[config.mk]
export PLATFORM = sky130hd
export DESIGN_NAME = osc_clock_loss_monitor
export DESIGN_NICKNAME = d
export VERILOG_FILES = /design/src/design/clk_loss_pkg.sv /design/src/design/clk_div4.sv /design/src/design/osc_clock_loss_monitor.sv
export SDC_FILE = /design/constraint.sdc
export NUM_CORES = 1
export LEC_CHECK = 0
export BUFFER_PORTS_ARGS = -buffer_cell sky130_fd_sc_hd__buf_2
export CAP_MARGIN = 5
export CORE_MARGIN = 1.5
export CORE_UTILIZATION = 57
export DETAILED_ROUTE_END_ITERATION = 7
export PLACE_DENSITY = 0.83
export SLEW_MARGIN = 20
export SYNTH_ARGS = -nofsm -noshare
export SYNTH_HDL_FRONTEND = slang
export SYNTH_SLANG_ARGS = --single-unit
[constraint.sdc]
create_clock -name ref_clk_i -period 3 [get_ports ref_clk_i]
set_input_delay 0.45 -clock ref_clk_i [delete_from_list [all_inputs] [get_ports ref_clk_i]]
set_output_delay 0.45 -clock ref_clk_i [all_outputs]
set_load 0.02 [all_outputs]
[src/design/clk_loss_pkg.sv]
// Constants for the oscillator clock-loss monitor and clock outputs
package clk_loss_pkg;
  // Oscillator silent for this many RC periods means clock loss
  localparam int unsigned LOSS_PERIODS = 9;
  localparam int unsigned LOSS_CNT_W   = 4;
  localparam logic [LOSS_CNT_W-1:0] LOSS_LIMIT = 4'h9;
  localparam logic [LOSS_CNT_W-1:0] LOSS_CNT_RESET = 4'h0;
  // System clock output divide ratio
  localparam int unsigned DIV_RATIO    = 4;
  localparam int unsigned DIV_CNT_W    = 2;
  localparam logic [DIV_CNT_W-1:0] DIV_RESET = 2'h0;
  // Position of the loss-switch enable bit in the PLL reference select control
  localparam int unsigned PLL_SEL_W    = 9;
  localparam int unsigned LOSS_SWITCH_BIT = 8;
  // Observation clock source select
  localparam int unsigned OBS_SEL_W    = 2;
  localparam int unsigned OBS_SRC_N    = 4;
  // Bit of each clock pin in the pad receiver-active word
  localparam int unsigned PAD_MAIN_DIV = 0;
  localparam int unsigned PAD_MCU_DIV  = 1;
  localparam int unsigned PAD_OBS      = 2;
  localparam int unsigned PAD_MCU_OBS  = 3;
endpackage

[src/design/clk_div4.sv]
// Free-running divide-by-four of a clock sampled in the ref clock domain
`timescale 1ns/1ns
`default_nettype none
module clk_div4
(
  // Clock and reset
  input  wire logic ref_clk_i,
  input  wire logic arst_n_i,
  input  wire logic clk_en_i,
  // Clock in and divided clock out
  input  wire logic src_clk_i,
  output logic      div_clk_o
);
  logic [1:0]                          sync;
  logic                                last;
  logic [clk_loss_pkg::DIV_CNT_W-1:0]  cnt;
  logic [1:0]                          next_sync;
  logic                                next_last;
  logic [clk_loss_pkg::DIV_CNT_W-1:0]  next_cnt;
  logic                                next_div;

  // Toggle every two source rising edges: period is four source periods
  always_comb
  begin
    next_sync = {sync[0], src_clk_i};
    next_last = sync[1];
    next_cnt  = cnt;
    next_div  = div_clk_o;
    if (sync[1] && !last)
    begin
      next_cnt = cnt + 2'h1;
      if (cnt[0])
        next_div = ~div_clk_o;
    end
  end

  always_ff @(posedge ref_clk_i or negedge arst_n_i)
  begin
    if (!arst_n_i)
    begin
      sync      <= 2'h0;
      last      <= 1'b0;
      cnt       <= clk_loss_pkg::DIV_RESET;
      div_clk_o <= 1'b0;
    end
    else if (clk_en_i)
    begin
      sync      <= next_sync;
      last      <= next_last;
      cnt       <= next_cnt;
      div_clk_o <= next_div;
    end
  end
endmodule
`default_nettype wire

[src/design/osc_clock_loss_monitor.sv]
// Oscillator clock-loss monitor with reference switch, fault pin and clock outputs
// Behaviour
// RULE1: Clock loss is declared when the oscillator shows no edge for nine RC clock periods.
// RULE2: On clock loss with the loss-switch enable bit set, the reference moves to the RC clock.
// RULE3: While clock loss persists the active-low fault pin is driven low.
// RULE4: The external partner decides on and performs recovery; this block offers none.
// RULE5: Each system clock output is its system clock divided by four.
// RULE6: A clock output pin only drives while its pad receiver-active bit is set.
// RULE7: Each observation clock output carries one selected internal clock, for debug only.
// RULE8: The divided system clock outputs have fixed sources with no selection.
// RULE9: The loss counter clears on each synchronised oscillator edge and otherwise counts up; the code holds it at LOSS_LIMIT once reached.
`timescale 1ns/1ns
`default_nettype none
module osc_clock_loss_monitor
(
  // RC backup clock domain
  input  wire logic                                   ref_clk_i,
  input  wire logic                                   arst_n_i,
  input  wire logic                                   clk_en_i,
  // Monitored oscillator
  input  wire logic                                   main_oscillator_i,
  // PLL reference control
  input  wire logic [clk_loss_pkg::PLL_SEL_W-1:0]     pll_ref_select_ctrl_i,
  output logic                                        ref_is_rc_o,
  output logic                                        clock_loss_o,
  // Fault pin to the partner
  output logic                                        fault_out_n_o,
  // System clocks and divided outputs
  input  wire logic                                   main_system_clock_i,
  input  wire logic                                   mcu_system_clock_i,
  output logic                                        main_div4_clock_out_o,
  output logic                                        main_div4_clock_oe_o,
  output logic                                        mcu_div4_clock_out_o,
  output logic                                        mcu_div4_clock_oe_o,
  // Pad receiver-active bits: main div, mcu div, obs, mcu obs
  input  wire logic [3:0]                             pad_receiver_active_i,
  // Observation clocks
  input  wire logic [clk_loss_pkg::OBS_SRC_N-1:0]     obs_sources_i,
  input  wire logic [clk_loss_pkg::OBS_SEL_W-1:0]     obs_select_i,
  input  wire logic [clk_loss_pkg::OBS_SEL_W-1:0]     mcu_obs_select_i,
  output logic                                        observation_clock_out_o,
  output logic                                        observation_clock_oe_o,
  output logic                                        mcu_observation_clock_out_o,
  output logic                                        mcu_observation_clock_oe_o
);
  logic [1:0]                              osc_sync;
  logic                                    osc_last;
  logic [clk_loss_pkg::LOSS_CNT_W-1:0]     loss_cnt;
  logic [1:0]                              next_osc_sync;
  logic                                    next_osc_last;
  logic [clk_loss_pkg::LOSS_CNT_W-1:0]     next_loss_cnt;
  logic                                    next_loss;
  logic                                    next_ref_rc;
  logic [1:0]                              obs_sync;
  logic [1:0]                              mcu_obs_sync;
  logic [3:0]                              pad_sync1;
  logic [3:0]                              pad_sync2;
  logic [1:0]                              next_obs_sync;
  logic [1:0]                              next_mcu_obs_sync;
  logic                                    main_div;
  logic                                    mcu_div;
  logic                                    next_main_out;
  logic                                    next_mcu_out;
  logic [3:0]                              next_oe;
  logic [3:0]                              next_pad_sync1;
  logic [3:0]                              next_pad_sync2;
  logic                                    next_obs_out;
  logic                                    next_mcu_obs_out;

  function automatic logic pick_src(input logic [clk_loss_pkg::OBS_SRC_N-1:0] src,
                                    input logic [clk_loss_pkg::OBS_SEL_W-1:0] sel);
    pick_src = src[sel];
  endfunction

  // Oscillator synchroniser and edge history
  always_comb
  begin
    next_osc_sync = {osc_sync[0], main_oscillator_i};
    next_osc_last = osc_sync[1];
  end

  always_ff @(posedge ref_clk_i or negedge arst_n_i)
  begin
    if (!arst_n_i)
    begin
      osc_sync <= 2'h0;
      osc_last <= 1'b0;
    end
    else if (clk_en_i)
    begin
      osc_sync <= next_osc_sync;
      osc_last <= next_osc_last;
    end
  end

  // Loss detect: the edge compare adds one cycle on top of the two sync stages
  // Counter saturates at the limit so the loss flag holds until an edge returns
  always_comb
  begin
    next_loss_cnt = loss_cnt;
    if (osc_sync[1] != osc_last)
      next_loss_cnt = clk_loss_pkg::LOSS_CNT_RESET; // RULE9
    else if (loss_cnt != clk_loss_pkg::LOSS_LIMIT)
      next_loss_cnt = loss_cnt + 4'h1; // RULE9
    next_loss   = (next_loss_cnt == clk_loss_pkg::LOSS_LIMIT); // RULE1
    // Once switched the reference stays on RC until reset
    next_ref_rc = ref_is_rc_o
                  | (next_loss & pll_ref_select_ctrl_i[clk_loss_pkg::LOSS_SWITCH_BIT]); // RULE2
  end

  always_ff @(posedge ref_clk_i or negedge arst_n_i)
  begin
    if (!arst_n_i)
    begin
      loss_cnt      <= clk_loss_pkg::LOSS_CNT_RESET;
      clock_loss_o  <= 1'b0;
      fault_out_n_o <= 1'b1;
      ref_is_rc_o   <= 1'b0;
    end
    else if (clk_en_i)
    begin
      loss_cnt      <= next_loss_cnt;
      clock_loss_o  <= next_loss;
      fault_out_n_o <= ~next_loss; // RULE3
      ref_is_rc_o   <= next_ref_rc;
    end
  end

  // Fixed-source divided clocks
  clk_div4 u_main_div
  (
    .ref_clk_i (ref_clk_i),
    .arst_n_i  (arst_n_i),
    .clk_en_i  (clk_en_i),
    .src_clk_i (main_system_clock_i), // RULE8
    .div_clk_o (main_div)             // RULE5
  );

  clk_div4 u_mcu_div
  (
    .ref_clk_i (ref_clk_i),
    .arst_n_i  (arst_n_i),
    .clk_en_i  (clk_en_i),
    .src_clk_i (mcu_system_clock_i), // RULE8
    .div_clk_o (mcu_div)             // RULE5
  );

  // Pad receiver-active bits pass two flops before they gate anything
  always_comb
  begin
    next_pad_sync1 = pad_receiver_active_i;
    next_pad_sync2 = pad_sync1;
  end

  always_ff @(posedge ref_clk_i or negedge arst_n_i)
  begin
    if (!arst_n_i)
    begin
      pad_sync1 <= 4'h0;
      pad_sync2 <= 4'h0;
    end
    else if (clk_en_i)
    begin
      pad_sync1 <= next_pad_sync1;
      pad_sync2 <= next_pad_sync2;
    end
  end

  // Divided clock outputs; a pad enabled mid-phase can cut the first high phase short
  always_comb
  begin
    next_oe       = pad_sync2; // RULE6
    next_main_out = main_div & pad_sync2[clk_loss_pkg::PAD_MAIN_DIV]; // RULE6
    next_mcu_out  = mcu_div & pad_sync2[clk_loss_pkg::PAD_MCU_DIV];   // RULE6
  end

  always_ff @(posedge ref_clk_i or negedge arst_n_i)
  begin
    if (!arst_n_i)
    begin
      main_div4_clock_out_o <= 1'b0;
      mcu_div4_clock_out_o  <= 1'b0;
      main_div4_clock_oe_o  <= 1'b0;
      mcu_div4_clock_oe_o   <= 1'b0;
    end
    else if (clk_en_i)
    begin
      main_div4_clock_out_o <= next_main_out;
      mcu_div4_clock_out_o  <= next_mcu_out;
      main_div4_clock_oe_o  <= next_oe[clk_loss_pkg::PAD_MAIN_DIV];
      mcu_div4_clock_oe_o   <= next_oe[clk_loss_pkg::PAD_MCU_DIV];
    end
  end

  // Observation clocks are resampled on the RC clock, so their edges are only ref-accurate
  always_comb
  begin
    next_obs_sync     = {obs_sync[0], pick_src(obs_sources_i, obs_select_i)};         // RULE7
    next_mcu_obs_sync = {mcu_obs_sync[0], pick_src(obs_sources_i, mcu_obs_select_i)}; // RULE7
    next_obs_out      = obs_sync[1] & pad_sync2[clk_loss_pkg::PAD_OBS];         // RULE6
    next_mcu_obs_out  = mcu_obs_sync[1] & pad_sync2[clk_loss_pkg::PAD_MCU_OBS]; // RULE6
  end

  always_ff @(posedge ref_clk_i or negedge arst_n_i)
  begin
    if (!arst_n_i)
    begin
      obs_sync                    <= 2'h0;
      mcu_obs_sync                <= 2'h0;
      observation_clock_out_o     <= 1'b0;
      mcu_observation_clock_out_o <= 1'b0;
      observation_clock_oe_o      <= 1'b0;
      mcu_observation_clock_oe_o  <= 1'b0;
    end
    else if (clk_en_i)
    begin
      obs_sync                    <= next_obs_sync;
      mcu_obs_sync                <= next_mcu_obs_sync;
      observation_clock_out_o     <= next_obs_out;
      mcu_observation_clock_out_o <= next_mcu_obs_out;
      observation_clock_oe_o      <= next_oe[clk_loss_pkg::PAD_OBS];
      mcu_observation_clock_oe_o  <= next_oe[clk_loss_pkg::PAD_MCU_OBS];
    end
  end
endmodule
`default_nettype wire

; ---- Word-level counts from Yosys, hierarchy flattened
; Index checks and enable logic that the tools add are counted.
[op_classes]
add_sub_neg = 3
n_lt_le_gt_ge = 2
eq_ne = 3
muxes = 6
bitwise = 9
n_reduce_logical = 8
[ops]
columns = operator, n
row1 = 4-bit two-way mux, 2
row2 = 2-bit by 3-bit < comparator with 1-bit output (second input constant), 2
row3 = 3-bit AND reduction, 2
row4 = 1-bit bitwise AND, 5
row5 = 2-bit by 1-bit adder with 2-bit output (second input constant), 2
row6 = 4-bit by 1-bit adder with 4-bit output (second input constant), 1
row7 = 1-bit binary-select mux with 2-bit select, 2
row8 = 4-bit equality test (second input constant), 1
row9 = 4-bit inequality test (second input constant), 1
row10 = 2-bit AND reduction, 2
row11 = 1-bit NOT, 3
row12 = 1-bit logical AND, 2
row13 = 1-bit zero test, 2
row14 = 1-bit two-way mux, 2
row15 = 1-bit inequality test, 1
row16 = 1-bit OR, 1
[word_totals]
ff_bits = 42
inputBits = 27
out_inout_bits = 11
word_cells = 57

; ---- Logic depth before layout (Yosys ltp)
; Gate-level depths: netlist of run 1.
[depth]
ltp_word = 6
mapped_depth = 5
ltp_nobuf = 5

; ---- Hierarchy
; A second synthesis of run 1 with hierarchy kept.
[hier_totals]
hier_cells = 125
area_unflattened_um2 = 1694.1
[by_module_without_submodules]
columns = module, n_inst, cells_each, area_each_um2, seq_area_each_um2
row1 = osc_clock_loss_monitor, 1, 101, 1308.8, 752.0
row2 = clk_div4, 2, 12, 192.7, 125.1

; ---- Worst setup path before layout of run 1
; OpenSTA, ideal clock, no wires.
[synth_timing]
path_type = register -> register
from = register loss_cnt[0] in the netlist's numbering
to = register fault_out_n_o
setup_time_ps = 83
arrival_time_ps = 1548
required_time_ps = 2917
slack_ps = 1369
path_stages_with_launch = 5
path_buffers = 0
period_less_slack_ps = 1631
path_cell_list = dfrtp_1 > ha_1 > or3_1 > a22o_1 > o32a_1
[synth_via]
elab_chain_len = 5
word_cells_on_any_way = 6
cone_classes = 1 x add/sub / 2 x eq/ne / 2 x mux / 1 x bitwise
[synth_lines]
columns = item, line_no
row1 = "start, declared", osc_clock_loss_monitor.sv:48  ; logic [clk_loss_pkg::LOSS_CNT_W-1:0] loss_cnt;
row2 = "start signal, assigned", osc_clock_loss_monitor.sv:115  ; loss_cnt <= clk_loss_pkg::LOSS_CNT_RESET;
row3 = "start signal, assigned", osc_clock_loss_monitor.sv:122  ; loss_cnt <= next_loss_cnt;
row4 = 4-bit by 1-bit adder with 4-bit output / 4-bit inequality test (equally long branches), "osc_clock_loss_monitor.sv:104, osc_clock_loss_monitor.sv:103"
row5 = 4-bit two-way mux (*), osc_clock_loss_monitor.sv:103  ; else if (loss_cnt != clk_loss_pkg::LOSS_LIMIT)
row6 = 4-bit two-way mux (*), osc_clock_loss_monitor.sv:101  ; if (osc_sync[1] != osc_last)
row7 = 4-bit equality test (*), osc_clock_loss_monitor.sv:105  ; next_loss = (next_loss_cnt == clk_loss_pkg::LOSS_LIMIT);
row8 = 1-bit NOT (*), osc_clock_loss_monitor.sv:124  ; fault_out_n_o <= ~next_loss;
row9 = "end signal, assigned", osc_clock_loss_monitor.sv:124
row10 = "end, declared", osc_clock_loss_monitor.sv:27  ; output logic fault_out_n_o,
; Mark *: on every way between the ends. The rest lies on a longest branch, timed or not.
; A chain may end at the register's enable or synchronous reset.

; ---- Worst setup path after layout of run 1
; Ends and elaborated chain as after synthesis.

==> metrics.md, run 1 <==
| Metric | Value |
|---|---|
| Top achievable clock speed | `0.5690 GHz` |
| Most frequent cells in the layout | `39 x dfrtp_1, 29 x buf_2, 21 x mux2_1` |
| Count of TritonRoute iterations in the first routing pass | `6` |
| Power dissipated by switching net loads | `401.5 uW` |
| GR Layer Usage met1 | `0.2364` |
| Data arrival time at the worst-slack endpoint | `approximately 2 ns` |
| Aggregate global routing overflow | `0` |
| Via count | `1085` |
| Register share of total power | `0.557` |
| Core region area | `2805 sq um` |
| Failing checks | `DRC` |
| Final ANT Viol Nets | `0` |
| Total Neg Setup Slack | `0 ns` |
| Cell area after synthesis | `1704 sq um` |
| Total Nets Final | `189` |
| Initial antenna violation count | `0` |
| Leading area contributor after synthesis | `dfrtp_1` |
| Max capacitance violation total | `0` |
| Largest net degree at the start of global routing | `approximately 40` |
| Clock period minus final worst setup slack | `1.757 ns` |
| Crit Path Max Fanout | `7` |
| Worst rel slew slack | `0.4368` |
| Aggregate global-route resource usage | `0.1989` |
| GRT met2 Usage | `0.3393` |
| Total Power Consumption | `1.299 mW` |
| Status | `finished, violations left` |
| Clock-pin slew on the worst setup and hold paths | `0.11 ns` |
| Met3 track demand over resource in global routing | `0.06696` |
| Unrepaired setup endpoints after global routing | `no` |
| Static leakage power | `0.9026 nW` |
| Routed length per instance | `14.57 microns` |
| Global-route wire length before repair | `4954 microns` |
| Vias in the first global route | `about 1.1k` |
| Number of top-level design ports | `38` |
| Proportion of layout cells with a drive suffix above 1 | `0.2857` |
| Final HPWL from detailed placement | `1952 microns` |
| Seq cells post-synth | `40` |
| Cell at the root of the clock tree | `clkbuf_4` |
| R2r worst-path depth | `4` |
| Number of nets produced by synthesis | `157` |
| Post-Syn Instances | `around 130` |
| Starting density of the core | `0.6075` |
| Data required time at the worst endpoint | `3.28 ns` |
| # diodes | `0` |
| Syn Area/Cell | `13.31 sq um` |
| Clock Skew | `0.01152 ns` |
| Clock latency at the later pin of the worst-skew pair | `0.35 ns` |
| Count of different cell masters after synthesis | `31` |
| CTS hold repair buffers | `0` |
| Area fraction of the dominant cell type after synthesis | `0.5727` |
| DIE AREA | `3327 sq um` |
| Number of synthesized flops with an enable pin | `0` |
| Number of buffers inserted during clock tree synthesis | `5` |
| Power share of the combinational group | `0.230` |
| Pin slew with the least headroom to its limit | `0.8447 ns` |
| Area growth from synthesis to layout | `13.58%` |
| Period utilisation layout | `0.5858` |
| Die width | `roughly 58 microns` |
| Number of max-slew violations in the final report | `0` |
| Clk pwr share | `0.213` |
| Share of flip-flops with an asynchronous set or reset | `1.000` |
| Most common library cell in the layout ignoring fill and taps | `dfrtp_1` |
| Final Hold Violating Endpoints | `0` |
| Kind of capture point of the worst setup path | `flip-flop` |
| Crit Path Class | `flip-flop to flip-flop` |
| Deepest clock path buffer count | `2` |
| Placement Rows | `19` |
| Count of cells resized by post-cts repair | `0` |
| Total Wirelength | `2797 microns` |
| Number of fill cells in the layout | `around 210` |
| YS warnings | `0` |
| Area contributors post-synth | `dfrtp_1 57%, mux2_1 14%, mux4_2 2.6%` |
| Sequential share of the synthesized area | `0.5881` |
| Peak supply drop | `0.4635 mV` |
| Class of the worst hold path | `input port to async pin` |
| H-tree levels | `2` |
| Buffers added on ports | `29` |
| Sinks on Clock Net | `40` |
| Die height | `57.68 microns` |
| Main synth FF type | `dfrtp_1` |
| Busiest layer in global routing | `met2` |
| Clock tree from TritonCTS | `yes` |
| Detail-routed via count per cell | `5.651` |
| Type of element launching the critical path | `flip-flop` |
| Post-CTS Repair Setup Buffers | `0` |
| Cell internal pwr | `897.4 uW` |
| Power density relative to cell area | `671.1 nW/um^2` |
| Total of endpoints with negative setup slack in the final report | `0` |
| Detailed-route DRC error count | `3` |
| Routability congestion estimate from global placement | `0.7116` |
| Switching share of power | `0.3091` |
| Number of DRC markers after the initial detailed-route iteration | `40` |
-- cells by family (layout without fill, tap and decap cells) --
logic type,after synthesis,in the layout,synth area share
fa+ha+maj,2,2,0.01468
compound gates,20,20,0.08370
simple gates,19,19,0.06315
buf+inv,15,48,0.03451
mux,26,26,0.1850
xor+xnor,6,6,0.03084
flops,40,40,0.5881
-- worst paths after layout --
kind                                     startpoint                              to  slack [ns]
setup / recovery            loss_cnt[0]$_DFFE_PN0P_       fault_out_n_o$_DFFE_PN1P_        1.24
hold reg to reg             ref_is_rc_o$_DFFE_PN0P_         ref_is_rc_o$_DFFE_PN0P_        0.47
max in group asynchronous                  arst_n_i         loss_cnt[0]$_DFFE_PN0P_        2.26
min in group ref_clk_i     pad_receiver_active_i[1]   next_pad_sync2[1]$_DFFE_PN0P_        0.31
hold / removal                             arst_n_i  u_main_div.sync[0]$_DFFE_PN0P_        0.19
setup reg to reg            loss_cnt[0]$_DFFE_PN0P_       fault_out_n_o$_DFFE_PN1P_        1.24
-- registers in the layout (all words and copies together), names as in the netlist, 2 cells and up --
signal	cells
loss_cnt	4
next_oe	4
u_main_div.sync	2
obs_sync	2
next_pad_sync2	4
osc_sync	2
mcu_obs_sync	2
u_mcu_div.sync	2
-- area by class of cell --
type	instances	area, sq um	area share
multi-input combinational	73	643.1	0.3323
tap	31	38.79	0.02004
inverter	10	37.54	0.01939
clock buffer	6	51.30	0.02650
timing repair buffer	30	152.6	0.07886
sequential	40	1002	0.5178
clock inverter	2	10.01	0.005171
-- critical path, cell delays in order (launching register included) --
cell	delay, ns
dfrtp_1	0.46
ha_1	0.27
or3_1	0.38
a22o_1	0.23
o32a_1	0.36
-- cells in the mapped netlist (2+ instances only) --
master	instances
nor2_1	2
dfrtp_1	39
nand3_1	5
buf_2	2
xnor2_1	3
a21oi_1	3
mux4_2	2
xor2_1	3
mux2_2	3
nand4_1	2
mux2_1	21
nor2b_1	2
clkbuf_1	3
a22o_1	2
o21ai_0	2
inv_1	10
and3_1	2
ha_1	2
nand2_1	2
o21ai_1	7
-- metal layers --
metal / share of wire / wire length [microns] / up-vias
li1: - / - / 519
met1: 0.43 / 1208 / 532
met2: 0.50 / 1393 / 28
met3: 0.053 / 148 / 6
met4: 0.016 / 46 / 0
met5: 0 / 0 / -
-- power groups by stage --
stage	clock (mW)	combinational [mW]	sequential (mW)
2_1_floorplan	0	0.189	0.746
3_3_place_gp	0	0.283	0.725
3_5_place_dp	0	0.300	0.734
4_1_cts	0.288	0.303	0.723
5_1_grt	0.307	0.333	0.738
6_report	0.277	0.298	0.724
-- through the flow --
| step | setup WS, ns | instances | util | hold WS (ns) | cell area (sq um) |
|---|---|---|---|---|---|
| after floorplan | 1.369 | 128 | - | 0.1544 | 1704 |
| after global placement | 1.314 | 184 | 0.6682 | 0.4423 | 1874 |
| after detailed placement | 1.241 | 184 | 0.6682 | 0.4550 | 1874 |
| after CTS | 1.238 | 192 | 0.6900 | 0.2224 | 1936 |
| after global routing | 1.134 | 192 | 0.6900 | 0.2598 | 1936 |
| final | 1.243 | 192 | 0.6900 | 0.1884 | 1936 |
No activity file was read; power rests on OpenSTA's default activity.
==> inputs of run 2 (changes only) <==
--- a/config.mk
+++ b/config.mk
@@ -8,9 +8,9 @@
 export BUFFER_PORTS_ARGS = -buffer_cell sky130_fd_sc_hd__buf_2
 export CAP_MARGIN = 5
 export CORE_MARGIN = 1.5
-export CORE_UTILIZATION = 57
+export CORE_UTILIZATION = 47
 export DETAILED_ROUTE_END_ITERATION = 7
-export PLACE_DENSITY = 0.83
+export PLACE_DENSITY = 0.74
 export SLEW_MARGIN = 20
 export SYNTH_ARGS = -nofsm -noshare
 export SYNTH_HDL_FRONTEND = slang
==> constraint.sdc (replaced) <==
create_clock -name ref_clk_i -period 1.6 [get_ports ref_clk_i]
set_input_delay 0.24 -clock ref_clk_i [delete_from_list [all_inputs] [get_ports ref_clk_i]]
set_output_delay 0.24 -clock ref_clk_i [all_outputs]
set_load 0.02 [all_outputs]
==> metrics.md, run 2 (same netlist as run 1, synthesis figures left out) <==
| Metric | Value |
|---|---|
| Status | `finished, violations left (unchanged)` |
| Failing checks | `setup timing (was DRC)` |
| Die height | `63.22 microns (was 57.68 microns)` |
| Max capacitance violation total | `0 (unchanged)` |
| Data arrival time at the worst-slack endpoint | `1.95 ns (was 2.04 ns)` |
| Number of max-slew violations in the final report | `0 (unchanged)` |
| Total Power Consumption | `2.483 mW (was 1.299 mW)` |
| Number of buffers inserted during clock tree synthesis | `5 (unchanged)` |
| Crit Path Class | `flip-flop to flip-flop (unchanged)` |
| Largest net degree at the start of global routing | `23 (was 41)` |
| Total Wirelength | `3014 microns (was 2797 microns)` |
| DIE AREA | `3996 sq um (was 3327 sq um)` |
| Class of the worst hold path | `input port to flip-flop (was input port to async pin)` |
| Total of endpoints with negative setup slack in the final report | `2 (was 0)` |
| Final HPWL from detailed placement | `2148 microns (was 1952 microns)` |
| Clock tree from TritonCTS | `yes (unchanged)` |
| Unrepaired setup endpoints after global routing | `yes (was no)` |
| Final Hold Violating Endpoints | `0 (unchanged)` |
| Peak supply drop | `0.5898 mV (was 0.4635 mV)` |
| Core region area | `3416 sq um (was 2805 sq um)` |
| Final ANT Viol Nets | `0 (unchanged)` |
| Area growth from synthesis to layout | `19.90% (was 13.58%)` |
| Proportion of layout cells with a drive suffix above 1 | `0.3314 (was 0.2857)` |
| Number of DRC markers after the initial detailed-route iteration | `29 (was 40)` |
| Sinks on Clock Net | `40 (unchanged)` |
| Most frequent cells in the layout | `39 x dfrtp_1, 29 x buf_2, 21 x mux2_1 (unchanged)` |
| Routed length per instance | `14.02 microns (was 14.57 microns)` |
| Number of top-level design ports | `38 (unchanged)` |
| Kind of capture point of the worst setup path | `flip-flop (unchanged)` |
| Period utilisation layout | `1.037 (was 0.5858)` |
| Detail-routed via count per cell | `5.219 (was 5.651)` |
| Die width | `63.22 microns (was 57.68 microns)` |
| Deepest clock path buffer count | `2 (unchanged)` |
| Static leakage power | `0.9392 nW (was 0.9026 nW)` |
| # diodes | `0 (unchanged)` |
| Placed insts | `204 (was 184)` |
| Worst rel slew slack | `0.6897 (was 0.4368)` |
| Worst setup slack before clock tree synthesis | `-0.07028 ns (was 1.241 ns)` |
| Initial antenna violation count | `0 (unchanged)` |
| Clock period minus final worst setup slack | `1.659 ns (was 1.757 ns)` |
| Data required time at the worst endpoint | `1.89 ns (was 3.28 ns)` |
| Vias in the first global route | `1231 (was 1129)` |
| Aggregate global-route resource usage | `0.1806 (was 0.1989)` |
| Total Neg Setup Slack | `-0.1016 ns (was 0 ns)` |
| Clock Skew | `0.005461 ns (was 0.01152 ns)` |
| Pin slew with the least headroom to its limit | `0.4655 ns (was 0.8447 ns)` |
| Post-Place Cell Area | `1946 sq um (was 1874 sq um)` |
| Aggregate global routing overflow | `0 (unchanged)` |
| Final Instance Area | `2043 sq um (was 1936 sq um)` |
| Most common library cell in the layout ignoring fill and taps | `dfrtp_1 (unchanged)` |
| Count of TritonRoute iterations in the first routing pass | `4 (was 6)` |
| Min setup slack post-route | `-0.05940 ns (was 1.243 ns)` |
| Routability congestion estimate from global placement | `0.7595 (was 0.7116)` |
| Top achievable clock speed | `0.6026 GHz (was 0.5690 GHz)` |
| Type of element launching the critical path | `flip-flop (unchanged)` |
| Clock-pin slew on the worst setup and hold paths | `0.11 ns (about the same)` |
| Crit Path Max Fanout | `4 (was 7)` |
| Cell at the root of the clock tree | `clkbuf_4 (unchanged)` |
| Detailed-route DRC error count | `0 (was 3)` |
| Via count | `1122 (was 1085)` |
| Number of fill cells in the layout | `292 (was 214)` |
| Clock latency at the later pin of the worst-skew pair | `0.35 ns (about the same)` |
| Total Nets Final | `198 (was 189)` |
| Starting density of the core | `0.4989 (was 0.6075)` |
| Power density relative to cell area | `1215 nW/um^2 (was 671.1 nW/um^2)` |
| Final standard cell count with taps included and fillers excluded | `215 (was 192)` |
| H-tree levels | `2 (unchanged)` |
| Buffers added on ports | `29 (unchanged)` |
| Placement Rows | `21 (was 19)` |
| Global-route wire length before repair | `5402 microns (was 4954 microns)` |
==> run 2: changes by cell type in the layout (fill, tap and decap cells not counted), sizes merged <==
cell and delta:
dlygate4sd3 +1, buf +8, clkinv -1
==> run 2: worst max-delay path: stages (launching register included) <==
cell	delay [ns]
dfrtp_1	0.41
inv_1	0.07
ha_2	0.20
or3_1	0.35
a22o_1	0.23
o32a_1	0.34
==> run 2: report_power, final <==
group | switching [mW] | internal (mW) | total, mW
Clock | 0.306 | 0.162 | 0.468
Sequential | 0.149 | 1.21 | 1.36
Combinational | 0.324 | 0.333 | 0.657
Total | 0.779 | 1.70 | 2.48
==> run 2: layout make-up <==
| type | instances | area, sq um | area share |
|---|---|---|---|
| repair buffers | 39 | 239.0 | 0.1170 |
| clock buffers | 6 | 41.29 | 0.02021 |
| clock inverters | 1 | 5.005 | 0.002449 |
| inverters | 10 | 37.54 | 0.01837 |
| flip-flops and latches | 40 | 1002 | 0.4905 |
| multi-input cells | 73 | 660.6 | 0.3233 |
| well taps | 46 | 57.56 | 0.02817 |
==> run 2: routing by layer <==
| metal | GRT usage | share of wire | vias up |
|---|---|---|---|
| met1 | 0.1978 | 0.42 | 544 |
| met4 | 0.1168 | 0.026 | 0 |
| met5 | 0 | 0 | - |
| met2 | 0.2939 | 0.50 | 36 |
| li1 | - | - | 535 |
| met3 | 0.06786 | 0.057 | 7 |
==> run 2: path summary, 6_finish.rpt <==
| check | from | cells after the start | slack (ns) | to |
|---|---|---|---|---|
| worst max-delay path | loss_cnt[1]$_DFFE_PN0P_ | 5 | -0.06 | fault_out_n_o$_DFFE_PN1P_ |
| worst min-delay path | pad_receiver_active_i[3] | 2 | 0.1 | next_pad_sync2[3]$_DFFE_PN0P_ |
| worst max register to register | loss_cnt[1]$_DFFE_PN0P_ | 5 | -0.06 | fault_out_n_o$_DFFE_PN1P_ |
| worst min register to register | ref_is_rc_o$_DFFE_PN0P_ | 2 | 0.47 | ref_is_rc_o$_DFFE_PN0P_ |
| max in group asynchronous | arst_n_i | 3 | 0.77 | u_main_div.last$_DFFE_PN0P_ |
| min in group asynchronous | arst_n_i | 2 | 0.36 | ref_is_rc_o$_DFFE_PN0P_ |
==> run 2: stage by stage <==
step                hold slack, ns  utilization
floorplan                 -0.05559            -
global placement            0.2025       0.5696
detailed placement          0.2146       0.5696
CTS                        0.08424       0.5919
global route               0.08552       0.5982
finish                     0.09729       0.5982
==> run 2: timing repair <==
| action | CTS | global route |
|---|---|---|
| hold endpoints to repair | 17 | 0 |
| gates cloned | 0 | 0 |
| setup buffers | 2 | 2 |
| gates resized for setup | 1 | 3 |
| hold buffers | 1 | 0 |
| endpoints found under the setup margin | 3 | 6 |
| pin swaps | 3 | 8 |
